[src/include/otr_pkg.sv]
package otr_pkg;

    // ******************************************************
    // Register map
    // ******************************************************
    localparam logic [7:0] OTR_CTRL_OFS   = 8'h00;
    localparam logic [7:0] OTR_STATUS_OFS = 8'h04;
    localparam logic [7:0] OTR_DATA_OFS   = 8'h08;

    // CTRL fields
    localparam int OTR_CTRL_SELECT_BIT = 0;
    localparam int OTR_CTRL_FREADY_BIT = 1;
    localparam int OTR_CTRL_INREQ_BIT  = 2;

    // STATUS fields
    localparam int OTR_ST_BACKWARD_BIT = 0;
    localparam int OTR_ST_SEEK_BIT     = 1;
    localparam int OTR_ST_RESUME_BIT   = 2;
    localparam int OTR_ST_INRDY_BIT    = 3;
    localparam int OTR_ST_LOCKOUT_BIT  = 4;
    localparam int OTR_ST_PHASE_BIT    = 5;
    localparam int OTR_ST_OVERRUN_BIT  = 6;
    localparam int OTR_ST_HREADY_BIT   = 8;
    localparam int OTR_ST_HFAULT_BIT   = 9;
    localparam int OTR_ST_HBUSY_BIT    = 10;
    localparam int OTR_ST_HLOAD_BIT    = 11;

    // DATA fields
    localparam int OTR_DATA_VALID_BIT = 31;

    // ******************************************************
    // Reset values and sizes
    // ******************************************************
    localparam logic       OTR_PHASE_ODD   = 1'b0;
    localparam logic       OTR_SELECT_RST  = 1'b0;
    localparam logic [31:0] OTR_HRDATA_RST = 32'h0000_0000;
    localparam int          OTR_FRAME_W    = 6;
    localparam int          OTR_FIFO_DEPTH = 8;

    // ******************************************************
    // Carriers
    // ******************************************************
    typedef struct packed {
        logic                   ready;
        logic                   fault;
        logic                   busy;
        logic                   load_point;
        logic                   sprocket;
        logic                   end_of_record;
        logic [OTR_FRAME_W-1:0] frame;
    } otr_tape_in_t;

    typedef struct packed {
        logic reverse;
        logic read_en;
        logic stop_on_file_mark;
    } otr_tape_out_t;

endpackage

[src/otr_ctrl.sv]
`timescale 1ns/10ps

// ******************************************************
// Word FIFO
// ******************************************************
module otr_fifo #(
    parameter int WIDTH = 12,
    parameter int DEPTH = otr_pkg::OTR_FIFO_DEPTH
) (
    input  wire logic             hclk,
    input  wire logic             hresetn,
    input  wire logic             in_valid,
    output logic                  in_ready,
    input  wire logic [WIDTH-1:0] in_data,
    output logic                  out_valid,
    input  wire logic             out_ready,
    output logic      [WIDTH-1:0] out_data
);
    localparam int AW = $clog2(DEPTH);

    // Pointer wrap relies on a power of two depth
    if (DEPTH < 2 || (DEPTH & (DEPTH - 1)) != 0 || WIDTH < 1) begin : g_bad_cfg
        $error("otr_fifo: DEPTH must be a power of two >= 2");
    end

    logic [WIDTH-1:0] mem [DEPTH];
    logic [AW:0]      wr_ptr_r;
    logic [AW:0]      rd_ptr_r;
    logic             push;
    logic             pop;

    assign in_ready  = (wr_ptr_r - rd_ptr_r) != (AW+1)'(DEPTH);
    assign out_valid = wr_ptr_r != rd_ptr_r;
    assign out_data  = mem[rd_ptr_r[AW-1:0]];
    assign push      = in_valid && in_ready;
    assign pop       = out_valid && out_ready;

    always_ff @(posedge hclk) begin
        if (push) begin
            mem[wr_ptr_r[AW-1:0]] <= in_data;
        end
    end

    always_ff @(posedge hclk or negedge hresetn) begin
        if (!hresetn) begin
            wr_ptr_r <= '0;
            rd_ptr_r <= '0;
        end else begin
            if (push) begin
                wr_ptr_r <= wr_ptr_r + (AW+1)'(1);
            end
            if (pop) begin
                rd_ptr_r <= rd_ptr_r + (AW+1)'(1);
            end
        end
    end
endmodule

module otr_ctrl #(
    parameter int FRAME_W = otr_pkg::OTR_FRAME_W,
    parameter int DEPTH   = otr_pkg::OTR_FIFO_DEPTH
) (
    input  wire logic                 hclk,
    input  wire logic                 hresetn,
    input  wire logic                 hsel,
    input  wire logic [31:0]          haddr,
    input  wire logic [1:0]           htrans,
    input  wire logic                 hwrite,
    input  wire logic [2:0]           hsize,
    input  wire logic [31:0]          hwdata,
    input  wire logic                 hready,
    output logic      [31:0]          hrdata,
    output logic                      hreadyout,
    output logic                      hresp,
    input  wire otr_pkg::otr_tape_in_t tape_in,
    output otr_pkg::otr_tape_out_t    tape_out
);
    localparam int WORD_W = 2 * FRAME_W;

    if (FRAME_W != otr_pkg::OTR_FRAME_W || WORD_W > 31) begin : g_bad_frame
        $error("otr_ctrl: frame width must match the tape carrier");
    end

    function automatic logic is_reg(input logic [31:0] a, input logic [7:0] ofs);
        is_reg = (a[31:8] == 24'h00_0000) && (a[7:0] == ofs);
    endfunction

    // ******************************************************
    // Handler input synchronisers
    // ******************************************************
    otr_pkg::otr_tape_in_t tin_s1_r;
    otr_pkg::otr_tape_in_t tin_s2_r;
    logic                  sprk_d_r;
    logic                  eor_d_r;
    logic                  sprk_ev;
    logic                  eor_ev;

    always_ff @(posedge hclk or negedge hresetn) begin
        if (!hresetn) begin
            tin_s1_r <= '0;
            tin_s2_r <= '0;
            sprk_d_r <= 1'b0;
            eor_d_r  <= 1'b0;
        end else begin
            tin_s1_r <= tape_in;
            tin_s2_r <= tin_s1_r;
            sprk_d_r <= tin_s2_r.sprocket;
            eor_d_r  <= tin_s2_r.end_of_record;
        end
    end

    assign sprk_ev = tin_s2_r.sprocket && !sprk_d_r;
    assign eor_ev  = tin_s2_r.end_of_record && !eor_d_r;

    // ******************************************************
    // AHB-Lite slave
    // ******************************************************
    logic        wr_pend_r;
    logic        wr_ctrl;
    logic        rd_take;
    logic        pop_data;
    logic        select_r;
    logic        fready_r;
    logic        inreq_r;
    logic [31:0] status_word;
    logic        fifo_out_valid;
    logic [WORD_W-1:0] fifo_out_data;
    logic [WORD_W-1:0] data_shown;

    assign rd_take  = hsel && hready && htrans[1] && !hwrite;
    assign pop_data = rd_take && is_reg(haddr, otr_pkg::OTR_DATA_OFS) && fifo_out_valid;
    assign wr_ctrl  = wr_pend_r;
    // An empty buffer shows zeros rather than a stale slot
    assign data_shown = fifo_out_valid ? fifo_out_data : '0;

    always_ff @(posedge hclk or negedge hresetn) begin
        if (!hresetn) begin
            hreadyout <= 1'b0;
            hresp     <= 1'b0;
        end else begin
            // Zero wait state slave, always OKAY
            hreadyout <= 1'b1;
            hresp     <= 1'b0;
        end
    end

    always_ff @(posedge hclk or negedge hresetn) begin
        if (!hresetn) begin
            wr_pend_r <= 1'b0;
        end else if (hready) begin
            wr_pend_r <= hsel && htrans[1] && hwrite && is_reg(haddr, otr_pkg::OTR_CTRL_OFS);
        end
    end

    // Read data is registered at the address phase so it stands for the whole data phase
    always_ff @(posedge hclk or negedge hresetn) begin
        if (!hresetn) begin
            hrdata <= otr_pkg::OTR_HRDATA_RST;
        end else if (rd_take) begin
            if (is_reg(haddr, otr_pkg::OTR_CTRL_OFS)) begin
                hrdata <= {31'h0000_0000, select_r};
            end else if (is_reg(haddr, otr_pkg::OTR_STATUS_OFS)) begin
                hrdata <= status_word;
            end else if (is_reg(haddr, otr_pkg::OTR_DATA_OFS)) begin
                hrdata <= {fifo_out_valid, (31-WORD_W)'(0), data_shown};
            end else begin
                hrdata <= otr_pkg::OTR_HRDATA_RST;
            end
        end
    end

    // Select is a level; function ready and input request are one-cycle strobes
    always_ff @(posedge hclk or negedge hresetn) begin
        if (!hresetn) begin
            select_r <= otr_pkg::OTR_SELECT_RST;
            fready_r <= 1'b0;
            inreq_r  <= 1'b0;
        end else begin
            fready_r <= wr_ctrl && hwdata[otr_pkg::OTR_CTRL_FREADY_BIT];
            inreq_r  <= wr_ctrl && hwdata[otr_pkg::OTR_CTRL_INREQ_BIT];
            if (wr_ctrl) begin
                select_r <= hwdata[otr_pkg::OTR_CTRL_SELECT_BIT];
            end
        end
    end

    // ******************************************************
    // Operation control
    // ******************************************************
    logic backward_drive_r;
    logic seek_pending_r;
    logic op_start;
    logic pseudo_eor;

    assign op_start = select_r && fready_r && tin_s2_r.ready && !tin_s2_r.fault
                   && !tin_s2_r.busy && !tin_s2_r.load_point
                   && !backward_drive_r && !seek_pending_r;
    assign pseudo_eor = seek_pending_r && eor_ev;

    always_ff @(posedge hclk or negedge hresetn) begin
        if (!hresetn) begin
            backward_drive_r <= 1'b0;
        end else if (op_start) begin
            backward_drive_r <= 1'b1;
        end else if (eor_ev) begin
            backward_drive_r <= 1'b0;
        end
    end

    always_ff @(posedge hclk or negedge hresetn) begin
        if (!hresetn) begin
            seek_pending_r <= 1'b0;
        end else if (op_start) begin
            seek_pending_r <= 1'b1;
        end else if (inreq_r || pseudo_eor) begin
            seek_pending_r <= 1'b0;
        end
    end

    // Handler controls come straight from flops, refreshed from the drive flops
    always_ff @(posedge hclk or negedge hresetn) begin
        if (!hresetn) begin
            tape_out <= '0;
        end else begin
            tape_out.reverse           <= backward_drive_r && !eor_ev;
            tape_out.read_en           <= backward_drive_r && !eor_ev;
            tape_out.stop_on_file_mark <= seek_pending_r && !inreq_r && !pseudo_eor;
        end
    end

    // ******************************************************
    // Timing loop and sequencer
    // ******************************************************
    // A frame is held until the next sprocket proves it is not the check frame;
    // the frame still pending at end of record is the check character.
    // The lockout makes the next sprocket skip it instead of moving it on.
    logic [FRAME_W-1:0] capture_r;
    logic               capture_vld_r;
    logic               check_frame_lockout_r;
    logic               phase_r;
    logic [WORD_W-1:0]  word_r;
    logic               word_handoff_r;
    logic               overrun_r;
    logic               word_done_r;
    logic [WORD_W-1:0]  handoff_word_r;
    logic               loop_go;
    logic               fifo_in_ready;

    assign loop_go = sprk_ev && capture_vld_r && !check_frame_lockout_r;

    always_ff @(posedge hclk or negedge hresetn) begin
        if (!hresetn) begin
            capture_r     <= '0;
            capture_vld_r <= 1'b0;
        end else if (sprk_ev) begin
            capture_r     <= tin_s2_r.frame;
            capture_vld_r <= 1'b1;
        end else if (op_start) begin
            capture_vld_r <= 1'b0;
        end
    end

    always_ff @(posedge hclk or negedge hresetn) begin
        if (!hresetn) begin
            check_frame_lockout_r <= 1'b0;
        end else if (eor_ev) begin
            check_frame_lockout_r <= 1'b1;
        end else if (op_start || sprk_ev) begin
            // Released by the sprocket that skips the check frame
            check_frame_lockout_r <= 1'b0;
        end
    end

    always_ff @(posedge hclk or negedge hresetn) begin
        if (!hresetn) begin
            phase_r <= otr_pkg::OTR_PHASE_ODD;
        end else if (op_start || eor_ev) begin
            phase_r <= otr_pkg::OTR_PHASE_ODD;
        end else if (loop_go) begin
            phase_r <= !phase_r;
        end
    end

    always_ff @(posedge hclk or negedge hresetn) begin
        if (!hresetn) begin
            word_r <= '0;
        end else if (loop_go && phase_r == otr_pkg::OTR_PHASE_ODD) begin
            word_r[WORD_W-1:FRAME_W] <= capture_r;
        end else if (loop_go) begin
            word_r[FRAME_W-1:0] <= capture_r;
        end
    end

    // A finished word waits one cycle so both halves are settled in the assembly register
    always_ff @(posedge hclk or negedge hresetn) begin
        if (!hresetn) begin
            word_done_r <= 1'b0;
        end else begin
            word_done_r <= loop_go && phase_r != otr_pkg::OTR_PHASE_ODD && !backward_drive_r;
        end
    end

    // Handoff keeps its own copy until the FIFO takes it, so later frames cannot corrupt it;
    // a word finished meanwhile replaces the waiting one and is flagged as an overrun
    always_ff @(posedge hclk or negedge hresetn) begin
        if (!hresetn) begin
            word_handoff_r <= 1'b0;
            handoff_word_r <= '0;
            overrun_r      <= 1'b0;
        end else begin
            if (op_start) begin
                overrun_r <= 1'b0;
            end
            if (word_done_r) begin
                word_handoff_r <= 1'b1;
                handoff_word_r <= word_r;
                if (word_handoff_r && !fifo_in_ready) begin
                    overrun_r <= 1'b1;
                end
            end else if (fifo_in_ready) begin
                word_handoff_r <= 1'b0;
            end
        end
    end

    // ******************************************************
    // Word buffer toward the bus
    // ******************************************************
    logic [WORD_W-1:0] fifo_in_data;

    assign fifo_in_data = handoff_word_r;

    otr_fifo #(
        .WIDTH (WORD_W),
        .DEPTH (DEPTH)
    ) u_fifo (
        .hclk      (hclk),
        .hresetn   (hresetn),
        .in_valid  (word_handoff_r),
        .in_ready  (fifo_in_ready),
        .in_data   (fifo_in_data),
        .out_valid (fifo_out_valid),
        .out_ready (pop_data),
        .out_data  (fifo_out_data)
    );

    always_comb begin
        status_word = 32'h0000_0000;
        status_word[otr_pkg::OTR_ST_BACKWARD_BIT] = backward_drive_r;
        status_word[otr_pkg::OTR_ST_SEEK_BIT]     = seek_pending_r;
        status_word[otr_pkg::OTR_ST_RESUME_BIT]   = seek_pending_r;
        status_word[otr_pkg::OTR_ST_INRDY_BIT]    = fifo_out_valid;
        status_word[otr_pkg::OTR_ST_LOCKOUT_BIT]  = check_frame_lockout_r;
        status_word[otr_pkg::OTR_ST_PHASE_BIT]    = phase_r;
        status_word[otr_pkg::OTR_ST_OVERRUN_BIT]  = overrun_r;
        status_word[otr_pkg::OTR_ST_HREADY_BIT]   = tin_s2_r.ready;
        status_word[otr_pkg::OTR_ST_HFAULT_BIT]   = tin_s2_r.fault;
        status_word[otr_pkg::OTR_ST_HBUSY_BIT]    = tin_s2_r.busy;
        status_word[otr_pkg::OTR_ST_HLOAD_BIT]    = tin_s2_r.load_point;
    end
endmodule

[config.mk]
export PLATFORM = sky130hd
export DESIGN_NAME = otr_ctrl
export DESIGN_NICKNAME = d
export VERILOG_FILES = /design/src/include/otr_pkg.sv /design/src/otr_ctrl.sv
export SDC_FILE = /design/constraint.sdc
export NUM_CORES = 1
export LEC_CHECK = 0
export BUFFER_PORTS_ARGS = -buffer_cell sky130_fd_sc_hd__buf_2
export CORE_UTILIZATION = 50
export DETAILED_ROUTE_END_ITERATION = 8
export PLACE_DENSITY = 0.84
export SYNTH_ARGS = -nofsm -noshare
export SYNTH_HDL_FRONTEND = slang
export SYNTH_SLANG_ARGS = --single-unit
[constraint.sdc]
create_clock -name hclk -period 4.8 [get_ports hclk]
set_clock_uncertainty 0.1 [all_clocks]
set_input_delay 0.96 -clock hclk [delete_from_list [all_inputs] [get_ports hclk]]
set_output_delay 0.96 -clock hclk [all_outputs]
set_load 0.01 [all_outputs]
==> flow_summary.json <==
{
  "layout-drive-gt1-share_pct": 33.3,
  "wl_per_cell_um": 19.1,
  "grt_pass1_vias": 3856,
  "syn_to_final_growth_pct": 16.1,
  "synth_common_cells": "edfxtp_1, dfrtp_1, mux2_2, mux4_2, buf_4",
  "core_mm2": 0.0145,
  "min_path_type": "flip-flop to flip-flop",
  "slew_viol_final": 0,
  "synth_compound_area_share_pct": 3.00,
  "crit_arrival_ns": 3.12,
  "max_cap_violations": 0,
  "ys_seq_elements": 188,
  "cts_root_buf": "clkbuf_16",
  "synth.most_common_cell": "edfxtp_1",
  "num_vias": 3974,
  "portBuffers": 69,
  "diodes": 0,
  "crit_path_max_incr_delay_ns": 0.64,
  "avgSynthCellArea_um2": 17.0,
  "cts_tree": "yes",
  "cts_setup_buffers": 0,
  "path_cells": "inv_2 -> ha_1 -> nor2b_1 -> o211ai_1 -> nand3_4 -> nor4bb_2 -> buf_4",
  "vdd_drop_max_mv": 0.280,
  "cp_max_fo": 12,
  "tightest_slew_ns": 0.953,
  "final_antenna_net_count": 0,
  "dp_hpwl_um": 8280,
  "cp-start-kind": "flip-flop",
  "final_util_pct": 59.1,
  "path_clk_slew_ns": 0.06,
  "path_class": "flip-flop to flip-flop",
  "status": "finished, final reports clean",
  "fin_crit_sh_pct": 64.7,
  "first_pass_iters": 5,
  "design_area_mm2": 0.00856,
  "die_h_um": 123,
  "synth_top_family_by_area": "multiplexers",
  "cts_buffer_depth": 2,
  "rsz0062_at_grt": "false",
  "fmax_ghz": 0.322,
  "p_leak_uw": 0.00351,
  "power_density_mw_per_mm2": 451,
  "antenna_found_initial": 0,
  "synth_xor_area_share_pct": 1.37,
  "nets": 605,
  "num-fill-cells": 1031,
  "synthFlopType": "edfxtp_1",
  "ys_seq_area_share_pct": 70.3,
  "die_area_mm2": 0.0152,
  "cts_resized": 0,
  "gr-usage-all-layers_pct": 19.2,
  "gp_congestion": 0.729,
  "via_per_inst": 5.60,
  "finalHoldViolations": 0,
  "tns_ns": 0,
  "power_uw": 3860,
  "htreeDepth": 4,
  "hold_ws_ns": 0.248,
  "period_minus_slack_ns": 3.11,
  "clkSinkCount": 188,
  "start_util_pct": 50.9,
  "end_kind": "flip-flop",
  "grt_max_degree": 78,
  "synthTopCellsByArea": "edfxtp_1, dfrtp_1, mux4_2",
  "io_pins": 123,
  "cts_inserted_buffers": 17,
  "overflow": 0,
  "critPathSlowestCell": "dfrtp_1",
  "async_flop_share_pct": 48.9,
  "relSlewSlack_pct": 36.5,
  "synth_cell_types": 48,
  "yosys.area_share.simple_pct": 6.53,
  "muxShareOfSynthArea_pct": 13.9,
  "drcViolationCount": 0,
  "hold_buffers": 0,
  "synthCells": 435,
  "synth-edff-count": 96,
  "yosysTopAreaCell": "edfxtp_1",
  "place_area_mm2": 0.00791,
  "num_rows": 44,
  "yosys_warnings": 0,
  "synth_area_mm2": 0.00737,
  "synth_top_area_share_pct": 39.1,
  "critPathRequiredTime_ns": 4.81,
  "drt_iter0_markers": 327,
  "clk_latency_ns": 0.43,
  "die_w_um": 123,
  "yosys.area_share.adder_pct": 0.848,
  "routed_wl_um": 13600,
  "grt_pass1_wl_um": 20400,
  "finalSetupViolations": 0
}
path summary, 6_finish.rpt:
path	from	cells past startpoint	end	slack, ns
max	u_fifo.rd_ptr_r[1]$_DFFE_PN0P_	7	u_fifo.mem[6][3]$_DFFE_PP_	1.69
min	tin_s1_r[1]$_DFF_PN0_	0	tin_s2_r[1]$_DFF_PN0_	0.25
max reg2reg	u_fifo.rd_ptr_r[1]$_DFFE_PN0P_	7	u_fifo.mem[6][3]$_DFFE_PP_	1.69
min reg2reg	tin_s1_r[1]$_DFF_PN0_	0	tin_s2_r[1]$_DFF_PN0_	0.25
max in group asynchronous	hresetn	2	hrdata[2]$_DFFE_PN0P_	3.20
min in group asynchronous	hresetn	1	hreadyout$_DFF_PN0_	0.58
report_power, final:
part	switching (uW)	internal (uW)	leakage, uW
Sequential	155	1910	0.00205
Combinational	117	136	0.00115
Clock	568	971	0.000309
Total	841	3020	0.00351
state kept, by name, indices dropped and copies added, names as in the netlist, 2 cells and up:
register / count
capture_r: 6
word_r: 12
status_word: 4
tape_out: 2
u_fifo.wr_ptr_r: 4
tin_s2_r: 8
u_fifo.rd_ptr_r: 4
u_fifo.mem: 96
tin_s1_r: 12
fifo_in_data: 12
hrdata: 13
metal layers:
layer | routed length, um | GRT usage, %
met1 | 5350 | 21.9
met2 | 6850 | 33.1
met3 | 1130 | 5.77
met4 | 233 | 8.43
met5 | 0 | 0
per-stage QoR:
stage / instances / setup slack [ns]
finish: 710 / 1.69
global route: 710 / 1.50
CTS: 710 / 1.69
detailed placement: 679 / 1.71
global placement: 679 / 1.85
floorplan: 454 / 1.07
logic make-up (layout without fill, tap and decap cells):
kind of cell,count (synthesis),after routing
mux,68,68
xor+xnor,10,10
flops,188,188
buf+inv,53,125
compound gates,31,31
simple gates,78,78
fa+ha+maj,5,5
other cells,2,21
critical path, delay by kind of cell, from the launching register on:
| family | cells | cell delay [ns] |
|---|---|---|
| AND/OR/NAND/NOR | 3 | 0.71 |
| adder cells (fa/ha/maj) | 1 | 0.40 |
| flip-flops | 1 | 0.64 |
| AO/OA/AOI/OAI | 1 | 0.37 |
| buffers and inverters | 2 | 0.56 |
final cells by class:
cell class / instances / area [um^2] / share of cell area, %
clock inverters: 12 / 219 / 2.56
clock buffers: 19 / 433 / 5.06
inverters: 14 / 52.6 / 0.614
well taps: 184 / 230 / 2.69
repair buffers: 80 / 430 / 5.03
multi-input cells: 213 / 2010 / 23.5
flip-flops and latches: 188 / 5180 / 60.6
cell usage in the layout, fill, tap and decap left out, drive strengths merged, types with 2 or more instances in the layout:
master,count
mux2,33
a21o,3
o21ai,5
buf,80
and4,2
edfxtp,96
clkbuf,19
conb,21
a21oi,5
nor4,9
mux4,24
a211oi,2
dfrtp,92
inv,15
nand2b,4
bufinv,6
o31ai,2
nor2,7
nand4,8
ha,5
or4b,2
nor2b,3
o21a,2
nand4b,2
and2,7
xnor2,8
and4b,2
clkinvlp,3
clkinv,2
and3,4
mux2i,11
nand3,3
o221ai,8
o211ai,2
nand2,17
nor4b,4
Note: power is estimated with default switching activity, not from simulation.
